**src/rtl/cps_pkg.sv**
```systemverilog
// shared constants and types for the charge pump start-up sequencer
package cps_pkg;

	// clock rate
	localparam int CLK_HZ   = 50_000_000;
	localparam int CYC_P_MS = CLK_HZ / 1000;
	localparam int CYC_P_US = CLK_HZ / 1_000_000;

	// times in their own units
	localparam int SS_TO_MS = 100;  // soft start timeout
	localparam int SHUT_MS  = 60;   // output-ok hold after disable
	localparam int COOL_MS  = 10;   // over-current cool-down
	localparam int WDOG_US  = 20;   // external clock watchdog

	// timer and watchdog widths
	localparam int TMR_W  = 23;
	localparam int WDOG_W = 10;

	// cycle counts
	localparam logic [TMR_W-1:0] SS_TO_CYC =
		TMR_W'(SS_TO_MS * CYC_P_MS);
	localparam logic [TMR_W-1:0] SHUT_CYC =
		TMR_W'(SHUT_MS * CYC_P_MS);
	localparam logic [TMR_W-1:0] COOL_CYC =
		TMR_W'(COOL_MS * CYC_P_MS);
	localparam logic [WDOG_W-1:0] WDOG_CYC =
		WDOG_W'(WDOG_US * CYC_P_US);

	// clock direction strap: grounded drives the clock out
	localparam logic DIR_OUT = 1'b0;

	// reset values
	localparam logic DIR_RST  = 1'b1;
	localparam logic EN_RST   = 1'b0;
	localparam logic LOCK_RST = 1'b1;
	localparam logic PULL_RST = 1'b0;
	localparam logic [TMR_W-1:0] TMR_RST = '0;

	// sequencer states, gray along the start-up path
	typedef enum logic [2:0] {
		ST_OFF   = 3'h0,
		ST_WAIT  = 3'h1,
		ST_PRE   = 3'h3,
		ST_SOFT  = 3'h2,
		ST_FULL  = 3'h6,
		ST_COOL  = 3'h7,
		ST_LATCH = 3'h5,
		ST_SHUT  = 3'h4
	} cps_state_t;

	// analog comparator results, already synchronous
	typedef struct packed {
		logic en_hi;      // request above upper enable level
		logic en_lo;      // request above lower enable level
		logic rail_hi;    // input_rail above release level
		logic rail_lo;    // input_rail above release minus hysteresis
		logic over_temp;  // over-temperature detector
		logic pre_done;   // flying capacitors balanced
		logic out_ok;     // output_rail above output-ok threshold
		logic short_flt;  // output short-circuit detector
		logic oc_flt;     // over-current detector
	} cps_flags_t;

	// power stage controls
	typedef struct packed {
		logic precharge;   // pre-charge phase active
		logic soft_limit;  // input current limited for soft start
		logic full_power;  // full load allowed
		logic pump_run;    // charge pump switching
		logic latched_off; // latched fault, needs request toggle
	} cps_ctl_t;

	localparam cps_ctl_t CTL_RST = '0;

endpackage : cps_pkg

```
**src/rtl/cps_seq.sv**
```systemverilog
// start-up, shutdown and fault sequencer of the charge pump converter
`timescale 1ns/10ps

// What this block does
// - grounded direction strap drives internal clock out
// - floating strap takes external clock, else internal
// - straps sampled once before pump starts
// - power-on request active high with hysteresis
// - input lockout releases high, trips with hysteresis
// - adaptive pre-charge before soft start
// - soft start current limited until output ok
// - release output-ok as soft start ends
// - soft-start timeout latches off until toggle
// - output-ok is open-drain pull-down only
// - output-ok held low keeps soft start
// - shared output-ok, full power after all
// - disabled device never pulls output-ok low
// - hold output-ok low during shutdown hold
// - release output-ok only when off or running fault-free
// - pump clock is half the shared clock
// - watchdog falls back to internal clock
// - fault detectors act within microseconds
// - output short latches off, output-ok low
// - over-current cools down then restarts
// - lockout or over-temperature holds pump off
module cps_seq #(
	parameter logic [cps_pkg::TMR_W-1:0] SS_TO_CYC = cps_pkg::SS_TO_CYC,
	parameter logic [cps_pkg::TMR_W-1:0] SHUT_CYC  = cps_pkg::SHUT_CYC,
	parameter logic [cps_pkg::TMR_W-1:0] COOL_CYC  = cps_pkg::COOL_CYC
) (
	input  wire logic                clk_i,
	input  wire logic                srst_i,
	input  wire cps_pkg::cps_flags_t flags_i,
	input  wire logic                clock_direction_select_i,
	input  wire logic                int_osc_i,
	input  wire logic                sync_clk_i,
	output logic                     sync_clk_o,
	output logic                     sync_clk_oe_o,
	input  wire logic                output_ok_line_i,
	output logic                     output_ok_line_o,
	output logic                     output_ok_line_oe_o,
	output logic                     pump_clk_o,
	output logic                     ext_clk_used_o,
	output cps_pkg::cps_ctl_t        ctl_o,
	output cps_pkg::cps_state_t      state_o
);

	cps_pkg::cps_state_t       state_q;
	cps_pkg::cps_state_t       state_d;
	cps_pkg::cps_ctl_t         ctl_q;
	cps_pkg::cps_ctl_t         ctl_d;
	logic                      en_q;
	logic                      en_d;
	logic                      lock_q;
	logic                      lock_d;
	logic                      pull_q;
	logic                      pull_d;
	logic                      en_fall;
	logic                      running;
	logic                      fault_hold;
	logic                      cfg_sample;
	logic                      tmr_load;
	logic                      tmr_done;
	logic                      quiet;
	logic [cps_pkg::TMR_W-1:0] tmr_val;

	// pull-down wanted for a given state
	function automatic logic pull_low(
		input cps_pkg::cps_state_t s,
		input logic                ok
	);
		case (s)
			cps_pkg::ST_OFF:  pull_low = 1'b0;
			cps_pkg::ST_FULL: pull_low = 1'b0;
			cps_pkg::ST_SOFT: pull_low = ~ok;
			default:          pull_low = 1'b1;
		endcase
	endfunction : pull_low

	// timer reload value for the state being entered
	function automatic logic [cps_pkg::TMR_W-1:0] phase_time(
		input cps_pkg::cps_state_t s
	);
		case (s)
			cps_pkg::ST_SOFT: phase_time = SS_TO_CYC;
			cps_pkg::ST_SHUT: phase_time = SHUT_CYC;
			default:          phase_time = COOL_CYC;
		endcase
	endfunction : phase_time

	// request and lockout comparators with hysteresis
	assign en_d = flags_i.en_hi | (en_q & flags_i.en_lo);
	assign lock_d = ~flags_i.rail_lo
		| (lock_q & ~flags_i.rail_hi);

	// event and condition decode
	assign en_fall    = en_q & ~en_d;
	assign fault_hold = lock_q | flags_i.over_temp;
	assign running    = (state_q == cps_pkg::ST_PRE)
		| (state_q == cps_pkg::ST_SOFT)
		| (state_q == cps_pkg::ST_FULL);
	assign quiet      = en_d & ~flags_i.short_flt & ~flags_i.oc_flt
		& ~fault_hold;
	assign cfg_sample = (state_q == cps_pkg::ST_OFF) & en_d;

	// timer is reloaded on entry to each timed phase
	assign tmr_load = (state_d != state_q)
		& ((state_d == cps_pkg::ST_SOFT)
		| (state_d == cps_pkg::ST_SHUT)
		| (state_d == cps_pkg::ST_COOL));
	assign tmr_val  = phase_time(state_d);

	// outputs registered from next state
	assign pull_d  = pull_low(state_d, flags_i.out_ok);
	assign ctl_d.precharge   = state_d == cps_pkg::ST_PRE;
	assign ctl_d.soft_limit  = state_d == cps_pkg::ST_SOFT;
	assign ctl_d.full_power  = state_d == cps_pkg::ST_FULL;
	assign ctl_d.pump_run    = (state_d == cps_pkg::ST_SOFT)
		| (state_d == cps_pkg::ST_FULL);
	assign ctl_d.latched_off = state_d == cps_pkg::ST_LATCH;

	// open drain: only ever pulls low, oe low while pulling
	assign output_ok_line_o    = 1'b0;
	assign output_ok_line_oe_o = ~pull_q;
	assign ctl_o               = ctl_q;
	assign state_o             = state_q;

	// next state: normal sequence, then faults, then disable
	always_comb begin
		state_d = state_q;
		case (state_q)
			cps_pkg::ST_OFF: begin
				if (en_d)
					state_d = cps_pkg::ST_WAIT;
			end
			cps_pkg::ST_WAIT: begin
				if (!fault_hold)
					state_d = cps_pkg::ST_PRE;
			end
			cps_pkg::ST_PRE: begin
				if (flags_i.pre_done)
					state_d = cps_pkg::ST_SOFT;
			end
			cps_pkg::ST_SOFT: begin
				if (tmr_done && !flags_i.out_ok)
					state_d = cps_pkg::ST_LATCH;
				else if (flags_i.out_ok && output_ok_line_i)
					state_d = cps_pkg::ST_FULL;
			end
			cps_pkg::ST_FULL: begin
				if (!flags_i.out_ok)
					state_d = cps_pkg::ST_COOL;
				else if (!output_ok_line_i)
					state_d = cps_pkg::ST_SOFT;
			end
			cps_pkg::ST_COOL: begin
				if (tmr_done)
					state_d = cps_pkg::ST_WAIT;
			end
			cps_pkg::ST_LATCH: begin
				state_d = cps_pkg::ST_LATCH;
			end
			cps_pkg::ST_SHUT: begin
				if (en_d)
					state_d = cps_pkg::ST_WAIT;
				else if (tmr_done)
					state_d = cps_pkg::ST_OFF;
			end
			default: begin
				state_d = cps_pkg::ST_OFF;
			end
		endcase
		// detectors act in the cycle they report
		if (running) begin
			if (flags_i.short_flt)
				state_d = cps_pkg::ST_LATCH;
			else if (flags_i.oc_flt)
				state_d = cps_pkg::ST_COOL;
			else if (fault_hold)
				state_d = cps_pkg::ST_WAIT;
		end
		// request drop wins over everything
		if (en_fall && state_q != cps_pkg::ST_OFF)
			state_d = cps_pkg::ST_SHUT;
	end

	// state and control registers
	always_ff @(posedge clk_i) begin
		if (srst_i) begin
			state_q <= cps_pkg::ST_OFF;
			en_q    <= cps_pkg::EN_RST;
			lock_q  <= cps_pkg::LOCK_RST;
			pull_q  <= cps_pkg::PULL_RST;
			ctl_q   <= cps_pkg::CTL_RST;
		end else begin
			state_q <= state_d;
			en_q    <= en_d;
			lock_q  <= lock_d;
			pull_q  <= pull_d;
			ctl_q   <= ctl_d;
		end
	end

	// phase timer: soft-start timeout, shutdown hold, cool-down
	cps_timer u_timer (
		.clk_i   (clk_i),
		.srst_i  (srst_i),
		.load_i  (tmr_load),
		.value_i (tmr_val),
		.done_o  (tmr_done)
	);

	// clock source and pump clock
	cps_clk_sel u_clk (
		.clk_i      (clk_i),
		.srst_i     (srst_i),
		.sample_i   (cfg_sample),
		.dir_i      (clock_direction_select_i),
		.run_i      (ctl_q.pump_run),
		.int_osc_i  (int_osc_i),
		.sync_i     (sync_clk_i),
		.sync_o     (sync_clk_o),
		.sync_oe_o  (sync_clk_oe_o),
		.pump_clk_o (pump_clk_o),
		.ext_used_o (ext_clk_used_o)
	);
endmodule : cps_seq

```
**src/rtl/cps_timer.sv**
```systemverilog
// one-shot down counter shared by the sequencer phases
`timescale 1ns/10ps
module cps_timer (
	input  wire logic                     clk_i,
	input  wire logic                     srst_i,
	input  wire logic                     load_i,
	input  wire logic [cps_pkg::TMR_W-1:0] value_i,
	output logic                          done_o
);

	logic [cps_pkg::TMR_W-1:0] cnt_q;
	logic                      armed_q;
	logic                      tick;

	// counts only while armed and not yet at zero
	assign tick   = armed_q & (cnt_q != '0);
	assign done_o = armed_q & (cnt_q == '0);

	// done stays high until the next load
	always_ff @(posedge clk_i) begin
		if (srst_i) begin
			cnt_q   <= cps_pkg::TMR_RST;
			armed_q <= 1'b0;
		end else if (load_i) begin
			cnt_q   <= value_i;
			armed_q <= 1'b1;
		end else if (tick) begin
			cnt_q <= cnt_q - 1'b1;
		end
	end

endmodule : cps_timer

```
**src/rtl/cps_clk_sel.sv**
```systemverilog
// clock source selection, external clock watchdog, pump clock divider
`timescale 1ns/10ps
module cps_clk_sel (
	input  wire logic clk_i,
	input  wire logic srst_i,
	input  wire logic sample_i,
	input  wire logic dir_i,
	input  wire logic run_i,
	input  wire logic int_osc_i,
	input  wire logic sync_i,
	output logic      sync_o,
	output logic      sync_oe_o,
	output logic      pump_clk_o,
	output logic      ext_used_o
);

	logic                       dir_q;
	logic                       osc_q;
	logic                       sync_q;
	logic                       sel_q;
	logic                       oe_q;
	logic                       pump_q;
	logic [cps_pkg::WDOG_W-1:0] wd_q;
	logic                       sync_edge;
	logic                       wd_full;
	logic                       ext_ok;
	logic                       sel;
	logic                       sel_rise;

	// watchdog: no edge within the window falls back to internal
	assign sync_edge = sync_i ^ sync_q;
	assign wd_full   = (wd_q == cps_pkg::WDOG_CYC);
	assign ext_ok    = (dir_q != cps_pkg::DIR_OUT) & ~wd_full;
	assign sel       = ext_ok ? sync_q : osc_q;
	assign sel_rise  = sel & ~sel_q;

	assign sync_o     = osc_q;
	assign sync_oe_o  = oe_q;
	assign pump_clk_o = pump_q;
	assign ext_used_o = ext_ok;

	// strap captured on leaving off, before the pump runs; a restart from shutdown hold keeps it
	always_ff @(posedge clk_i) begin
		if (srst_i)
			dir_q <= cps_pkg::DIR_RST;
		else if (sample_i)
			dir_q <= dir_i;
	end

	// pin drive: oe low drives the internal clock out
	always_ff @(posedge clk_i) begin
		if (srst_i) begin
			oe_q  <= 1'b1;
			osc_q <= 1'b0;
		end else begin
			oe_q  <= dir_q != cps_pkg::DIR_OUT;
			osc_q <= int_osc_i;
		end
	end

	// watchdog counter, saturating
	always_ff @(posedge clk_i) begin
		if (srst_i) begin
			sync_q <= 1'b0;
			wd_q   <= cps_pkg::WDOG_CYC;
		end else begin
			sync_q <= sync_i;
			if (sync_edge)
				wd_q <= '0;
			else if (!wd_full)
				wd_q <= wd_q + 1'b1;
		end
	end

	// pump clock toggles on each rising edge of the chosen clock
	always_ff @(posedge clk_i) begin
		if (srst_i) begin
			sel_q  <= 1'b0;
			pump_q <= 1'b0;
		end else begin
			sel_q <= sel;
			if (!run_i)
				pump_q <= 1'b0;
			else if (sel_rise)
				pump_q <= ~pump_q;
		end
	end
endmodule : cps_clk_sel

```
**config.mk**
```make
export PLATFORM = sky130hd
export DESIGN_NAME = cps_seq
export DESIGN_NICKNAME = d
export VERILOG_FILES = /design/src/rtl/cps_pkg.sv /design/src/rtl/cps_seq.sv /design/src/rtl/cps_timer.sv /design/src/rtl/cps_clk_sel.sv
export SDC_FILE = /design/constraint.sdc
export NUM_CORES = 1
export LEC_CHECK = 0
export ABC_AREA = 1
export BUFFER_PORTS_ARGS = -buffer_cell sky130_fd_sc_hd__buf_2
export CAP_MARGIN = 5
export CELL_PAD_IN_SITES_DETAIL_PLACEMENT = 1
export CELL_PAD_IN_SITES_GLOBAL_PLACEMENT = 1
export CORE_UTILIZATION = 43
export DETAILED_ROUTE_END_ITERATION = 10
export HOLD_SLACK_MARGIN = 0.12
export PLACE_DENSITY_LB_ADDON = 0.1
export SYNTH_ARGS = -nofsm -noshare
export SYNTH_HDL_FRONTEND = slang
export SYNTH_SLANG_ARGS = --single-unit
```
**constraint.sdc**
```tcl
create_clock -name clk_i -period 3 [get_ports clk_i]
set_input_delay 0 -clock clk_i [delete_from_list [all_inputs] [get_ports clk_i]]
set_output_delay 0 -clock clk_i [all_outputs]
set_load 0.02 [all_outputs]
```
## Word-level counts from Yosys, hierarchy flattened

Cells that the tools add are included.

| word-level totals | value |
|---|---|
| bits in latches | 0 |
| memories kept | 0 |
| ROM bits | 0 |
| bits in registers | 51 |
| input bits | 15 |
| bits in writable memories | 0 |

| cells by class | value |
|---|---|
| bitwise gates (word level) | 27 |
| shift operators | 0 |
| reductions and logical operators | 13 |
| $add $sub $neg | 2 |
| $mul | 0 |
| div/mod/pow operators | 0 |
| equal/unequal tests | 16 |
| mux-type cells | 23 |
| magnitude comparators | 0 |

Operator list:

| operator | number |
|---|---|
| 2-to-1 mux 23 bit | 2 |
| case mux 23 bit (2 select lines) | 1 |
| 2-to-1 mux 3 bit | 15 |
| == test 3 bit (second input constant) | 8 |
| case mux 3 bit (8 select lines) | 1 |
| zero test 23 bit | 1 |
| nonzero test 23 bit | 1 |
| subtractor 23 x 1 -> 23 bit (second input constant) | 1 |
| 2-to-1 mux 10 bit | 2 |
| == test 3 x 2 -> 1 bit (second input constant) | 4 |
| adder 10 x 1 -> 10 bit (second input constant) | 1 |
| == test 10 bit (second input constant) | 1 |
| AND 1 bit | 9 |
| NOT 1 bit | 9 |
| bitwise OR 1 bit | 8 |
| zero test 3 bit | 2 |
| OR reduction 2 bit | 3 |
| == test 3 x 1 -> 1 bit (second input constant) | 1 |
| logical AND 1 bit | 3 |
| != test 3 bit | 1 |
| nonzero test 3 bit | 1 |
| != test 2 x 1 -> 1 bit (second input constant) | 1 |
| case mux 1 bit (2 select lines) | 1 |
| nonzero test 2 bit | 1 |
| other kinds (3) | 3 |

## Logic depth before layout (Yosys ltp)

Gate-level depths: netlist (run 1).

| depth | value |
|---|---|
| depth after elaboration | 15 |
| depth in mapped cells | 22 |

## By module

From an unflattened synthesis (run 1), not the netlist that was laid out.

| unflattened totals | value |
|---|---|
| cell total of the unflattened synthesis | 529 |
| area, all modules | 3533.4 sq um |

By module, submodules not included:

| module | area each (sq um) | sequential area each (sq um) | cells an instance | times used |
|---|---|---|---|---|
| cps_timer | 1875.5 | 480.5 | 298 | 1 |
| cps_seq | 915.9 | 220.2 | 131 | 1 |
| cps_clk_sel | 742.0 | 320.3 | 100 | 1 |

## Worst setup path after synthesis (run 1)

Ideal clock, no wire load.

| timing path | value |
|---|---|
| path type | register to register |
| start | register state_q[0], in the netlist state_o[0] |
| end | register u_timer.cnt_q[14] in the netlist's numbering |
| arrival time | 2.082 ns |
| library setup time | 0.119 ns |
| cell stages (with the launch flop) | 19 |
| data required time | 2.881 ns |
| path slack | 0.799 ns |
| cell sequence | dfxtp_1 -> buf_4 -> inv_2 -> nand3_2 -> nor2_1 -> a31o_2 -> a21oi_1 -> nand2_1 -> nand2_2 -> nand2_4 -> nand2_2 -> nand2_2 -> nor2_4 -> nand2_4 -> nand2_4 -> nand2_4 -> buf_12 -> nor2_1 -> nor3_2 |

| on the way | value |
|---|---|
| cells in the longest elaborated chain, start to end | 13 |

Ends and longest elaborated chain:

| what | line | source |
|---|---|---|
| from (decl) | cps_seq.sv:48 | `cps_pkg::cps_state_t state_q;` |
| from (signal assigned) | cps_seq.sv:190 | `state_q <= cps_pkg::ST_OFF;` |
| from (signal assigned) | cps_seq.sv:196 | `state_q <= state_d;` |
| 2-to-1 mux 3 bit (on tied branches) | cps_seq.sv:166, cps_seq.sv:147, cps_seq.sv:153 |  |
| 2-to-1 mux 3 bit (on tied branches) | cps_seq.sv:164, cps_seq.sv:145, cps_seq.sv:151 |  |
| case mux 3 bit (8 select lines) | cps_seq.sv:131 | `case (state_q)` |
| 2-to-1 mux 3 bit | cps_seq.sv:179 | `else if (fault_hold)` |
| 2-to-1 mux 3 bit | cps_seq.sv:177 | `else if (flags_i.oc_flt)` |
| 2-to-1 mux 3 bit | cps_seq.sv:175 | `if (flags_i.short_flt)` |
| 2-to-1 mux 3 bit | cps_seq.sv:174 | `if (running) begin` |
| 2-to-1 mux 3 bit | cps_seq.sv:183 | `if (en_fall && state_q != cps_pkg::ST_OFF)` |
| == test 3 x 2 -> 1 bit / == test 3 bit (equally long branches) | cps_seq.sv:84, cps_seq.sv:108, cps_seq.sv:109 |  |
| bitwise OR 1 bit | cps_seq.sv:109 | `\| (state_d == cps_pkg::ST_SHUT)` |
| bitwise OR 1 bit | cps_seq.sv:110 | `\| (state_d == cps_pkg::ST_COOL));` |
| AND 1 bit | cps_seq.sv:108 | `& ((state_d == cps_pkg::ST_SOFT)` |
| 2-to-1 mux 23 bit / nonzero test 2 bit (equally long branches) | -- |  |
| to (signal assigned) | cps_timer.sv:22 | `cnt_q <= cps_pkg::TMR_RST;` |
| to (signal assigned) | cps_timer.sv:25 | `cnt_q <= value_i;` |
| to (signal assigned) | cps_timer.sv:28 | `cnt_q <= cnt_q - 1'b1;` |
| to (decl) | cps_timer.sv:11 | `logic [cps_pkg::TMR_W-1:0] cnt_q;` |

Several ways; a longest one is shown, not always the timed one.
A chain may end at the register's enable or synchronous reset.

## Worst setup path after layout (run 1)

| timing path | value |
|---|---|
| start | register u_timer.cnt_q[0] in the netlist's numbering |
| end | register u_timer.cnt_q[15] in the netlist's numbering |

| on the way | value |
|---|---|
| cells in the longest elaborated chain, start to end | 15 |

Ends and longest elaborated chain:

| what | line | source |
|---|---|---|
| zero test 23 bit | cps_timer.sv:17 | `assign done_o = armed_q & (cnt_q == '0);` |
| AND 1 bit | cps_timer.sv:17 |  |
| 2-to-1 mux 3 bit / logical AND 1 bit (equally long branches) | cps_seq.sv:166, cps_seq.sv:145 |  |
| 2-to-1 mux 3 bit (on tied branches) | cps_seq.sv:164, cps_seq.sv:145 |  |
| case mux 3 bit (8 select lines) | cps_seq.sv:131 |  |
| 2-to-1 mux 3 bit | cps_seq.sv:179 |  |
| 2-to-1 mux 3 bit | cps_seq.sv:177 |  |
| 2-to-1 mux 3 bit | cps_seq.sv:175 |  |
| 2-to-1 mux 3 bit | cps_seq.sv:174 |  |
| 2-to-1 mux 3 bit | cps_seq.sv:183 |  |
| == test 3 x 2 -> 1 bit / == test 3 bit (equally long branches) | cps_seq.sv:84, cps_seq.sv:108, cps_seq.sv:109 |  |
| bitwise OR 1 bit | cps_seq.sv:109 |  |
| bitwise OR 1 bit | cps_seq.sv:110 |  |
| AND 1 bit | cps_seq.sv:108 |  |
| 2-to-1 mux 23 bit / nonzero test 2 bit (equally long branches) | -- |  |

Several ways; a longest one is shown, not always the timed one. The select of a mux whose other input is x is not followed.

==> load_flow_metrics.sql, run 1 <==
INSERT INTO impl_metrics (metric_group, metric, value, unit) VALUES
('power_and_ir_drop', 'ir_worst_vdd', '0.2434', 'mV'),
('sta', 'worst_slew_pin_slew', '0.7247', 'ns'),
('routing', 'vias_per_cell', '5.181', ''),
('yosys', 'ys.flop_type', 'sky130_fd_sc_hd__dfxtp_1', ''),
('hold_path', 'worst_hold_startpoint', 'flags_i[7]', ''),
('floorplanning', 'start_util', '0.4567', ''),
('placed_design', 'port_buffer_cells', '27', ''),
('final_layout', 'diodes', '0', ''),
('clocking', 'cts_tree', 'done', ''),
('floorplanning', 'die_x', '85.29', 'um'),
('clocking', 'numCtsBuffers', '5', ''),
('global_route', 'grt_pass1_vias', '2851', ''),
('sta', 'finalHoldViolCount', '0', ''),
('yosys', 'yosysTopAreaCell', 'sky130_fd_sc_hd__dfxtp_1', ''),
('worst_setup_path', 'register_to_register_setup_slack', '0.31', 'ns'),
('yosys', 'ys_types', '48', ''),
('routing', 'drt_drc_violations_left', '0', ''),
('worst_setup_path', 'critPathMostFrequentCell', 'sky130_fd_sc_hd__nand2_1', ''),
('power_and_ir_drop', 'reported_leakage_power', '0.001682', 'uW'),
('sta', 'setup_repair_after_global_routing_missed_its_margin', 'no', ''),
('worst_setup_path', 'endpoint_kind', 'flop', ''),
('yosys', 'yosys_register_bits', '51', ''),
('power_and_ir_drop', 'report.power.total', '1837', 'uW'),
('final_layout', 'post-route-util', '0.5155', ''),
('routing', 'antenna_violating_nets_post_route', '0', ''),
('sta', 'setup_viol', '0', ''),
('yosys', 'synth_area_leaders', 'sky130_fd_sc_hd__dfxtp_1 34%, sky130_fd_sc_hd__nor2_1 9.9%, sky130_fd_sc_hd__nand2_1 9.7%', ''),
('sta', 'finalCriticalPeriod', '2.686', 'ns'),
('sta', 'final_count_of_pins_violating_max_slew', '0', ''),
('clocking', 'cts_root_buffer', 'sky130_fd_sc_hd__clkbuf_8', ''),
('worst_setup_path', 'worstSetupStartpointType', 'flop', ''),
('global_route', 'pin_count_of_the_biggest_net_entering_global_routing', '21', ''),
('yosys', 'mapped_area', '0.002983', 'mm2'),
('sta', 'fmaxAchievable', '0.3723', 'GHz'),
('worst_setup_path', 'worst_r2r_startpoint', 'u_timer.cnt_q[0]', ''),
('hold_path', 'hp-class', 'in2reg', ''),
('final_layout', 'design.final.nets', '481', ''),
('floorplanning', 'core_area', '0.006531', 'mm2'),
('run', 'cap_viol_max_count', '0', ''),
('final_layout', 'drive_gt1_frac', '0.1944', ''),
('yosys', 'syn_avg_cell_area', '6.969', 'um2'),
('yosys', 'synth_warnings', '0', ''),
('global_route', 'grt_usage', '0.2294', ''),
('yosys', 'synthesis.instances', '428', ''),
('yosys', 'synthDominantCellAreaShare', '0.3423', ''),
('worst_setup_path', 'crit_fanout', '16', ''),
('floorplanning', 'chipHeight', '85.29', 'um'),
('worst_setup_path', 'critical_path.cell_chain', 'inv_1, ha_1, nand2_1, nor2_1, nand2_1, nor2_2, nand4_2, nand2_1, nand2_1, nand3_1, nand2_1, nand2_2, nand2_4, nand2_2, nand2_2, nand2_4, nand2_4, nand2_8, clkinv_2, a21oi_1, nor2_1', ''),
('global_route', 'grt_remaining_overflow', '0', ''),
('global_route', 'wire_length_of_the_first_global_routing_pass', '13300', 'um'),
('yosys', 'number_of_synthesized_flops_with_an_enable_pin', '0', ''),
('routing', 'routedWlPerCell', '14.46', 'um'),
('worst_setup_path', 'cpPeakStageDelay', '0.32', 'ns'),
('power_and_ir_drop', 'power_per_cell_area', '545.5', 'mW/mm2'),
('clocking', 'clock_latency', '0.31', 'ns'),
('worst_setup_path', 'critical_path_arrival', '2.87', 'ns'),
('clocking', 'numClockSinks', '51', ''),
('yosys', 'yosysSeqAreaShare', '0.3423', ''),
('global_route', 'initial_antenna_violation_count', '0', ''),
('worst_setup_path', 'critical-path-top-delay-family', 'simple AND/OR/NAND/NOR gates', ''),
('worst_setup_path', 'worst_setup_path_startpoint', 'u_timer.cnt_q[0]', ''),
('clocking', 'clock_pin_slew_worst_setup_and_hold_paths', '0.10', 'ns'),
('run_status', 'status', 'finished clean', ''),
('placed_design', 'dp_hpwl', '5920', 'um'),
('sta', 'setup_total_negative_slack', '0', 'ns'),
('final_layout', 'fillCellCount', '873', ''),
('worst_setup_path', 'crit_buf_inv', '2', ''),
('routing', 'routed-via-count', '2798', ''),
('clocking', 'max-clock-path-buffers', '2', ''),
('yosys', 'mappedNetlistNets', '447', ''),
('floorplanning', 'core.rowCount', '29', '');
-- final timing paths --
path	to	cells after the start
worst min register to register	u_clk.pump_clk_o	1
worst min-delay path	en_q	4
worst max-delay path	u_timer.cnt_q[15]	21
worst max register to register	u_timer.cnt_q[15]	21
-- layout make-up --
type,count,area [um2],share of cell area
inverter,52,196.4,0.05834
clock buffer,6,82.58,0.02453
multi-input combinational,314,1693,0.5028
tap,77,96.34,0.02861
clock inverter,2,35.03,0.01041
sequential,51,1021,0.3032
timing repair buffer,38,242.7,0.07209
-- what timing repair did --
action | 4_1_cts | 5_1_grt
endpoints found under the hold margin | 10 | 0
endpoints found under the setup margin | 0 | 7
resized for setup | 0 | 1
setup buffers | 0 | 0
hold buffers | 10 | 0
-- flip-flops by register name, summed over array words and instances (netlist names), 3 cells and up --
signal / flops
u_timer.cnt_q: 23
state_o: 3
ctl_o: 5
u_clk.wd_q: 10
-- power by group --
part / switching [uW] / internal [uW]
clock: 237 / 270
sequential: 43.9 / 715
combinational: 363 / 207
-- Yosys cell counts (2+ instances only) --
| master | instances |
|---|---|
| sky130_fd_sc_hd__dfxtp_1 | 51 |
| sky130_fd_sc_hd__nor3_2 | 3 |
| sky130_fd_sc_hd__inv_1 | 43 |
| sky130_fd_sc_hd__nor3b_1 | 3 |
| sky130_fd_sc_hd__xnor2_1 | 5 |
| sky130_fd_sc_hd__a21oi_2 | 2 |
| sky130_fd_sc_hd__o21ai_1 | 4 |
| sky130_fd_sc_hd__nand2_4 | 6 |
| sky130_fd_sc_hd__nor2_1 | 79 |
| sky130_fd_sc_hd__ha_1 | 4 |
| sky130_fd_sc_hd__buf_4 | 4 |
| sky130_fd_sc_hd__nand4_2 | 2 |
| sky130_fd_sc_hd__o31ai_1 | 2 |
| sky130_fd_sc_hd__a21oi_1 | 14 |
| sky130_fd_sc_hd__inv_2 | 8 |
| sky130_fd_sc_hd__o21ai_2 | 4 |
| sky130_fd_sc_hd__nand4_1 | 4 |
| sky130_fd_sc_hd__nand3_1 | 23 |
| sky130_fd_sc_hd__nand3_2 | 4 |
| sky130_fd_sc_hd__nor2_2 | 9 |
| sky130_fd_sc_hd__nor2_4 | 3 |
| sky130_fd_sc_hd__nand2_1 | 77 |
| sky130_fd_sc_hd__clkbuf_1 | 4 |
| sky130_fd_sc_hd__o21ai_0 | 13 |
| sky130_fd_sc_hd__xor2_1 | 13 |
| sky130_fd_sc_hd__nor3_1 | 12 |
| sky130_fd_sc_hd__a31oi_1 | 3 |
| sky130_fd_sc_hd__nand2_2 | 9 |
-- per-layer routing --
metal / global-route usage / wire, um
met1: 0.2961 / 3803
met2: 0.4076 / 3786
met3: 0.03307 / 141
met4: 0.04697 / 78
met5: 0 / 0
-- layout by cell type (no fill, tap or decap), drive strengths merged --
| master | synthesis | routed |
|---|---|---|
| a211oi | 2 | 2 |
| a21boi | 1 | 1 |
| a21o | 1 | 1 |
| a21oi | 16 | 16 |
| a31o | 1 | 1 |
| a31oi | 3 | 3 |
| and2 | 1 | 1 |
| and3 | 1 | 1 |
| buf | 7 | 28 |
| bufinv | 0 | 1 |
| clkbuf | 4 | 6 |
| clkinv | 1 | 2 |
| conb | 1 | 1 |
| dfxtp | 51 | 51 |
| dlygate4sd3 | 0 | 10 |
| ha | 4 | 4 |
| inv | 51 | 51 |
| mux2i | 1 | 1 |
| nand2 | 92 | 92 |
| nand3 | 27 | 27 |
| nand4 | 6 | 6 |
| nor2 | 91 | 91 |
| nor3 | 15 | 15 |
| nor3b | 3 | 3 |
| nor4 | 1 | 1 |
| o211ai | 1 | 1 |
| o21a | 1 | 1 |
| o21ai | 21 | 21 |
| o21bai | 1 | 1 |
| o22ai | 1 | 1 |
| o31ai | 2 | 2 |
| or2 | 1 | 1 |
| or3 | 1 | 1 |
| xnor2 | 5 | 5 |
| xor2 | 13 | 13 |
-- through the flow --
stage / cells / setup slack (ns) / instance area [um2] / hold WS, ns
3_3_place_gp: 522 / 0.3659 / 3141 / 0.2039
5_1_grt: 540 / 0.03211 / 3367 / 0.1719
6_report: 540 / 0.3141 / 3367 / 0.1346
3_5_place_dp: 522 / 0.2722 / 3141 / 0.2161
2_1_floorplan: 428 / 0.7991 / 2983 / 0.1009
4_1_cts: 540 / 0.2426 / 3358 / 0.1373
-- worst min-delay path, stage by stage --
cell	delay, ns
sky130_fd_sc_hd__buf_2	0.08
sky130_fd_sc_hd__a21o_1	0.16
sky130_fd_sc_hd__inv_1	0.09
sky130_fd_sc_hd__nor2_1	0.08
-- cells by family (layout without fill, tap and decap cells) --
kind of cell	after synthesis	after routing	share of synthesized area
AO/OA/AOI/OAI	51	51	0.1053
XOR/XNOR	18	18	0.05285
adder cells (fa/ha/maj)	4	4	0.01678
buffers and inverters	63	98	0.09312
flip-flops	51	51	0.3423
multiplexers	1	1	0.003356
other	1	1	0.001257
AND/OR/NAND/NOR	239	239	0.3851
No activity file was read; power rests on OpenSTA's default activity.
==> run 2: changes to the inputs <==
--- a/config.mk
+++ b/config.mk
@@ -12,6 +12,7 @@
 export CELL_PAD_IN_SITES_GLOBAL_PLACEMENT = 1
 export CORE_UTILIZATION = 43
 export DETAILED_ROUTE_END_ITERATION = 10
+export GPL_TIMING_DRIVEN = 0
 export HOLD_SLACK_MARGIN = 0.12
 export PLACE_DENSITY_LB_ADDON = 0.1
 export SYNTH_ARGS = -nofsm -noshare
==> run 2 against run 1 <==
- sequential share of layout area down 0.30 points
- non-clock buffer count up 7
- critical path depth shrank 5
- clock skew up 0.00050 ns
- cell area increased by 1.0%
- combinational power rose by 3.9%
- maximum frequency shrank 1.8%
- critical path type is now in2reg
- sequential cell count unchanged
==> load_flow_metrics.sql, run 2 (synthesized netlist as in run 1, its figures left out) <==
INSERT INTO impl_metrics (metric_group, metric, value, unit) VALUES
('worst_setup_path', 'critical_path_arrival', '2.93', 'ns'),
('worst_setup_path', 'worst_setup_path_startpoint', 'flags_i[8]', ''),
('clocking', 'cts_setup_buffers', '0', ''),
('final_layout', 'flip_flop_count_of_the_largest_register_all_copies_and_words_added', '23', ''),
('sta', 'setup_repair_after_global_routing_missed_its_margin', 'no', ''),
('clocking', 'holdBufCountCts', '8', ''),
('routing', 'drt_drc_violations_left', '0', ''),
('worst_setup_path', 'endpoint_kind', 'flop', ''),
('global_route', 'groute.layer.met3.usage', '0.03794', ''),
('power_and_ir_drop', 'report.power.total', '1842', 'uW'),
('global_route', 'pin_count_of_the_biggest_net_entering_global_routing', '17', ''),
('floorplanning', 'chipHeight', '85.29', 'um'),
('global_route', 'grt_remaining_overflow', '0', ''),
('run_status', 'status', 'finished clean', ''),
('floorplanning', 'start_util', '0.4567', ''),
('clocking', 'max-clock-path-buffers', '2', ''),
('worst_setup_path', 'worst_r2r_startpoint', 'en_q', ''),
('clocking', 'cts-resized-gates', '0', ''),
('floorplanning', 'core_area', '0.006531', 'mm2'),
('power_and_ir_drop', 'reported_leakage_power', '0.001700', 'uW'),
('routing', 'drt_iter0_drc', '77', ''),
('routing', 'antenna_violating_nets_post_route', '0', ''),
('global_route', 'global_route.usage.met1', '0.3017', ''),
('floorplanning', 'die_x', '85.29', 'um'),
('final_layout', 'layout.cells.most_common', 'sky130_fd_sc_hd__nor2_1', ''),
('routing', 'routed-via-count', '2843', ''),
('global_route', 'grt_usage', '0.2364', ''),
('floorplanning', 'design.die.area', '0.007274', 'mm2'),
('sta', 'finalHoldViolCount', '0', ''),
('sta', 'min_period_over_period', '0.9116', ''),
('clocking', 'htree_levels', '2', ''),
('run', 'cap_viol_max_count', '0', ''),
('worst_setup_path', 'critical_path_required', '3.19', 'ns'),
('clocking', 'numClockSinks', '51', ''),
('hold_path', 'hp-class', 'in2reg', ''),
('power_and_ir_drop', 'ir_worst_vdd', '0.2974', 'mV'),
('clocking', 'numCtsBuffers', '5', ''),
('hold_path', 'worst_hold_startpoint', 'srst_i', ''),
('placed_design', 'pre_cts_ws', '0.4347', 'ns'),
('placed_design', 'dp_hpwl', '6012', 'um'),
('clocking', 'cts_root_buffer', 'sky130_fd_sc_hd__clkbuf_8', ''),
('routing', 'vias_per_cell', '5.197', ''),
('final_layout', 'largest_register_by_flop_count', 'u_timer.cnt_q', ''),
('final_layout', 'design.final.nets', '488', ''),
('routing', 'drtPass1Iterations', '4', ''),
('worst_setup_path', 'worstSetupPathType', 'in2reg', ''),
('global_route', 'grt_pass1_vias', '2900', ''),
('clocking', 'clock_latency', '0.31', 'ns'),
('sta', 'final.setup_skew', '0.01003', 'ns'),
('final_layout', 'diodes', '0', ''),
('floorplanning', 'ios', '29', ''),
('worst_setup_path', 'crit_fanout', '8', ''),
('final_layout', 'postLayoutCellArea', '0.003401', 'mm2'),
('global_route', 'wire_length_of_the_first_global_routing_pass', '13680', 'um'),
('global_route', 'use_met2', '0.4172', ''),
('placed_design', 'postPlaceCellArea', '0.003209', 'mm2'),
('sta', 'setup_total_negative_slack', '0', 'ns'),
('sta', 'worst_slew_pin_slew', '0.6349', 'ns'),
('routing', 'routedWlPerCell', '14.60', 'um'),
('sta', 'setup_viol', '0', ''),
('global_route', 'initial_antenna_violation_count', '0', ''),
('placed_design', 'globalplace.congestion', '0.8480', ''),
('placed_design', 'port_buffer_cells', '26', ''),
('sta', 'layout_setup_ws', '0.2653', 'ns'),
('sta', 'relSlewSlack', '0.5767', ''),
('final_layout', 'drive_gt1_frac', '0.2000', ''),
('final_layout', 'area.growth.synth_to_final', '14.01', '%'),
('final_layout', 'layout_common_cells', '79 x sky130_fd_sc_hd__nor2_1, 77 x sky130_fd_sc_hd__nand2_1, 51 x sky130_fd_sc_hd__dfxtp_1, 43 x sky130_fd_sc_hd__inv_1, 27 x sky130_fd_sc_hd__buf_2', ''),
('sta', 'final_count_of_pins_violating_max_slew', '0', ''),
('worst_setup_path', 'worstSetupStartpointType', 'input pin', ''),
('routing', 'finalWirelength', '7986', 'um'),
('sta', 'fmaxAchievable', '0.3657', 'GHz'),
('clocking', 'cts_tree', 'done', ''),
('floorplanning', 'core.rowCount', '29', ''),
('power_and_ir_drop', 'power_per_cell_area', '541.7', 'mW/mm2'),
('global_route', 'busiest_layer', 'met2', ''),
('sta', 'finalCriticalPeriod', '2.735', 'ns'),
('clocking', 'clock_pin_slew_worst_setup_and_hold_paths', '0.10', 'ns');
## run 2: power by group
part | switching (uW) | internal, uW | leakage, uW
logic | 379 | 213 | 0.00123
clock network | 246 | 253 | 0.0000558
registers | 35.6 | 715 | 0.000416
## run 2: path summary, 6_finish.rpt
check	endpoint	slack [ns]	cells past startpoint
worst min-delay path	pull_q	0.13	2
worst max-delay path	u_timer.cnt_q[15]	0.27	16
worst min register to register	u_clk.pump_clk_o	0.46	1
worst max register to register	u_timer.cnt_q[15]	0.29	14
## run 2: final cells by class
cell class                      instances  area (um2)
Clock buffer                            6       72.57
Inverter                               52       196.4
Buffer                                 11       81.33
Fill cell                             890        3131
Sequential cell                        51        1021
Timing Repair Buffer                   34       210.2
Clock inverter                          2       38.79
Tap cell                               77       96.34
Multi-Input combinational cell        314        1684
## run 2: worst max-delay path, cell delays in order
cell and delay [ns]:
sky130_fd_sc_hd__dlygate4sd3_1 0.55, sky130_fd_sc_hd__buf_2 0.13, sky130_fd_sc_hd__a21o_1 0.18, sky130_fd_sc_hd__dlygate4sd3_1 0.56
sky130_fd_sc_hd__inv_1 0.10, sky130_fd_sc_hd__nand3_2 0.19, sky130_fd_sc_hd__nand2_1 0.11, sky130_fd_sc_hd__inv_1 0.08
sky130_fd_sc_hd__nand2_4 0.12, sky130_fd_sc_hd__nand4_1 0.15, sky130_fd_sc_hd__nand3_2 0.14, sky130_fd_sc_hd__nand2_4 0.09
sky130_fd_sc_hd__nand2_4 0.13, sky130_fd_sc_hd__clkinv_2 0.17, sky130_fd_sc_hd__a21oi_1 0.18, sky130_fd_sc_hd__nor2_1 0.05
## run 2: metal layers
| metal | vias up | wire, um |
|---|---|---|
| met5 | - | 0 |
| met4 | 0 | 93 |
| met3 | 8 | 155 |
| met2 | 19 | 3983 |
| met1 | 1368 | 3753 |
| li1 | 1448 | - |
## run 2: metrics by stage
| stage | hold slack [ns] | cells | utilization |
|---|---|---|---|
| global route | 0.1625 | 547 | 0.5207 |
| detailed placement | 0.2150 | 531 | 0.4914 |
| CTS | 0.1363 | 547 | 0.5207 |
| floorplan | 0.1009 | 428 | - |
| global placement | 0.2023 | 531 | 0.4914 |
| finish | 0.1266 | 547 | 0.5207 |
==> run 3: changes to the inputs <==
--- a/config.mk
+++ b/config.mk
@@ -10,11 +10,12 @@
 export CAP_MARGIN = 5
 export CELL_PAD_IN_SITES_DETAIL_PLACEMENT = 1
 export CELL_PAD_IN_SITES_GLOBAL_PLACEMENT = 1
+export CORE_ASPECT_RATIO = 1.2
 export CORE_UTILIZATION = 43
 export DETAILED_ROUTE_END_ITERATION = 10
 export GPL_TIMING_DRIVEN = 0
 export HOLD_SLACK_MARGIN = 0.12
-export PLACE_DENSITY_LB_ADDON = 0.1
+export PLACE_DENSITY = 0.76
 export SYNTH_ARGS = -nofsm -noshare
 export SYNTH_HDL_FRONTEND = slang
 export SYNTH_SLANG_ARGS = --single-unit
==> run 3 against run 2 <==
- global-route usage shrank 0.37 points
- hold slack worse by 0.0052 ns
- largest power group unchanged
- non-clock buffer count decreased by 2
- utilization fell by 0.28 points
- maximum frequency increased by 5.1%
- sequential share of layout area did not move
==> load_flow_metrics.sql, run 3 (synthesized netlist as in run 1, its figures left out) <==
INSERT INTO impl_metrics (metric_group, metric, value, unit) VALUES
('clocking', 'cts_tree', 'done', ''),
('final_layout', 'drive_gt1_frac', '0.2030', ''),
('final_layout', 'area.growth.synth_to_final', '14.01', '%'),
('sta', 'fmaxAchievable', '0.3845', 'GHz'),
('power_and_ir_drop', 'reported_leakage_power', '0.001698', 'uW'),
('clocking', 'htree_levels', '2', ''),
('sta', 'relSlewSlack', '0.6010', ''),
('floorplanning', 'core_area', '0.006566', 'mm2'),
('global_route', 'initial_antenna_violation_count', '0', ''),
('worst_setup_path', 'worst_r2r_startpoint', 'u_timer.cnt_q[0]', ''),
('run_status', 'status', 'finished clean', ''),
('floorplanning', 'ios', '29', ''),
('worst_setup_path', 'critical_path_arrival', '2.79', 'ns'),
('routing', 'antenna_violating_nets_post_route', '0', ''),
('placed_design', 'port_buffer_cells', '26', ''),
('routing', 'route.layer.met1.wl', '3569', 'um'),
('sta', 'finalHoldViolCount', '0', ''),
('power_and_ir_drop', 'switching_share', '0.3518', ''),
('worst_setup_path', 'endpoint_kind', 'flop', ''),
('floorplanning', 'design.die.area', '0.007275', 'mm2'),
('power_and_ir_drop', 'report.power.total', '1853', 'uW'),
('routing', 'met3_length', '168', 'um'),
('clocking', 'clock_pin_slew_worst_setup_and_hold_paths', '0.10', 'ns'),
('global_route', 'pin_count_of_the_biggest_net_entering_global_routing', '17', ''),
('floorplanning', 'die_x', '78.03', 'um'),
('final_layout', 'design.final.nets', '486', ''),
('sta', 'final_count_of_pins_violating_max_slew', '0', ''),
('global_route', 'wire_length_of_the_first_global_routing_pass', '13270', 'um'),
('power_and_ir_drop', 'clockPowerShare', '0.279', ''),
('hold_path', 'hp-class', 'in2reg', ''),
('placed_design', 'globalplace.congestion', '0.8219', ''),
('final_layout', 'diodes', '0', ''),
('worst_setup_path', 'worst_setup_path_startpoint', 'u_timer.cnt_q[0]', ''),
('global_route', 'grt_usage', '0.2327', ''),
('routing', 'drt_iter0_drc', '119', ''),
('sta', 'setup_repair_after_global_routing_missed_its_margin', 'no', ''),
('clocking', 'numClockSinks', '51', ''),
('worst_setup_path', 'critical_path_required', '3.19', 'ns'),
('final_layout', 'postLayoutCellArea', '0.003401', 'mm2'),
('power_and_ir_drop', 'ir_worst_vdd', '0.2182', 'mV'),
('sta', 'setup_viol', '0', ''),
('routing', 'finalWirelength', '7884', 'um'),
('clocking', 'max-clock-path-buffers', '2', ''),
('floorplanning', 'chipHeight', '93.24', 'um'),
('worst_setup_path', 'worstSetupPathType', 'reg2reg', ''),
('placed_design', 'dp_hpwl', '6024', 'um'),
('routing', 'topRoutingLayerUsed', 'met4', ''),
('worst_setup_path', 'worstSetupStartpointType', 'flop', ''),
('clocking', 'cts-resized-gates', '0', ''),
('sta', 'setup_total_negative_slack', '0', 'ns'),
('sta', 'finalCriticalPeriod', '2.601', 'ns'),
('routing', 'drtPass1Iterations', '4', ''),
('sta', 'final.setup_skew', '0.01029', 'ns'),
('power_and_ir_drop', 'p_seq_frac', '0.405', ''),
('clocking', 'cts_root_buffer', 'sky130_fd_sc_hd__clkbuf_8', ''),
('power_and_ir_drop', 'power_per_cell_area', '544.8', 'mW/mm2'),
('placed_design', 'postPlaceCellArea', '0.003219', 'mm2'),
('routing', 'drt_drc_violations_left', '0', ''),
('final_layout', 'layout_common_cells', '79 x sky130_fd_sc_hd__nor2_1, 77 x sky130_fd_sc_hd__nand2_1, 51 x sky130_fd_sc_hd__dfxtp_1, 43 x sky130_fd_sc_hd__inv_1, 27 x sky130_fd_sc_hd__buf_2', ''),
('routing', 'routed-via-count', '2842', ''),
('sta', 'worst_slew_pin_slew', '0.5985', 'ns'),
('clocking', 'clock_latency', '0.30', 'ns'),
('clocking', 'cts_setup_buffers', '0', ''),
('floorplanning', 'core.rowCount', '32', ''),
('routing', 'routedWlPerCell', '14.26', 'um'),
('final_layout', 'flip_flop_count_of_the_largest_register_all_copies_and_words_added', '23', ''),
('run', 'cap_viol_max_count', '0', ''),
('worst_setup_path', 'crit_fanout', '8', ''),
('global_route', 'grt_pass1_vias', '2831', ''),
('sta', 'fin_worst_hold_slack', '0.1214', 'ns'),
('hold_path', 'worst_hold_startpoint', 'srst_i', ''),
('final_layout', 'largest_register_by_flop_count', 'u_timer.cnt_q', ''),
('power_and_ir_drop', 'pwr-share-comb', '0.316', ''),
('clocking', 'numCtsBuffers', '5', ''),
('floorplanning', 'start_util', '0.4543', ''),
('power_and_ir_drop', 'switchingPower', '651.7', 'uW'),
('routing', 'met2_length', '4040', 'um'),
('final_layout', 'layout.cells.most_common', 'sky130_fd_sc_hd__nor2_1', ''),
('sta', 'min_period_over_period', '0.8670', ''),
('power_and_ir_drop', 'p_int', '1201', 'uW'),
('global_route', 'grt_remaining_overflow', '0', ''),
('routing', 'vias_per_cell', '5.139', '');
[run 3: metal layers]
layer  GRT usage  up-vias
met4     0.05710        0
met2      0.4336       42
met5           0        -
li1            -     1439
met1      0.2837     1349
met3     0.02439       12
[run 3: cell type report]
| cell class | count | area (um2) |
|---|---|---|
| clock buffer | 6 | 82.58 |
| timing repair buffer | 32 | 190.2 |
| sequential | 51 | 1021 |
| clock inverter | 2 | 38.79 |
| inverter | 52 | 196.4 |
| fill | 909 | 3166 |
| buffer | 11 | 81.33 |
| multi-input combinational | 314 | 1684 |
| tap | 85 | 106.4 |
[run 3: final timing paths]
check	to	slack, ns	depth (start not counted)
max	u_timer.cnt_q[15]	0.40	19
min	u_timer.armed_q	0.12	2
max reg2reg	u_timer.cnt_q[15]	0.40	19
min reg2reg	u_clk.pump_clk_o	0.47	1
[run 3: through the flow]
step	setup WS (ns)	utilization	instances
after floorplan	0.7991	-	428
final	0.3990	0.5179	553
after detailed placement	0.3967	0.4903	539
after CTS	0.3802	0.5179	553
after global placement	0.4819	0.4903	539
after global routing	0.1465	0.5179	553
[run 3: worst max-delay path, stage by stage (launching register included)]
cell and delay [ns]:
sky130_fd_sc_hd__dfxtp_1 0.32, sky130_fd_sc_hd__inv_1 0.11, sky130_fd_sc_hd__ha_1 0.19, sky130_fd_sc_hd__nand2_1 0.09, sky130_fd_sc_hd__nor2_1 0.11, sky130_fd_sc_hd__nand2_1 0.07, sky130_fd_sc_hd__nor2_2 0.11, sky130_fd_sc_hd__nand4_2 0.11
sky130_fd_sc_hd__nand2_1 0.08, sky130_fd_sc_hd__nand2_1 0.05, sky130_fd_sc_hd__nand2_1 0.11, sky130_fd_sc_hd__nand2_2 0.09, sky130_fd_sc_hd__nand2_4 0.13, sky130_fd_sc_hd__nand4_1 0.16, sky130_fd_sc_hd__nand3_2 0.14, sky130_fd_sc_hd__nand2_4 0.09
sky130_fd_sc_hd__nand2_4 0.13, sky130_fd_sc_hd__clkinv_2 0.19, sky130_fd_sc_hd__a21oi_1 0.17, sky130_fd_sc_hd__nor2_1 0.05
[run 3: repair_timing]
action,CTS,global route
hold endpoints to repair,5,0
hold buffers,6,0
setup endpoints to repair,0,0
[run 3: power by group through the flow]
stage                     Sequential [uW]  Clock, uW  Combinational, uW
after floorplan                       762          0                444
after global placement                764          0                553
after detailed placement              766          0                571
after CTS                             751        532                586
after global routing                  756        554                666
final                                 750        517                585
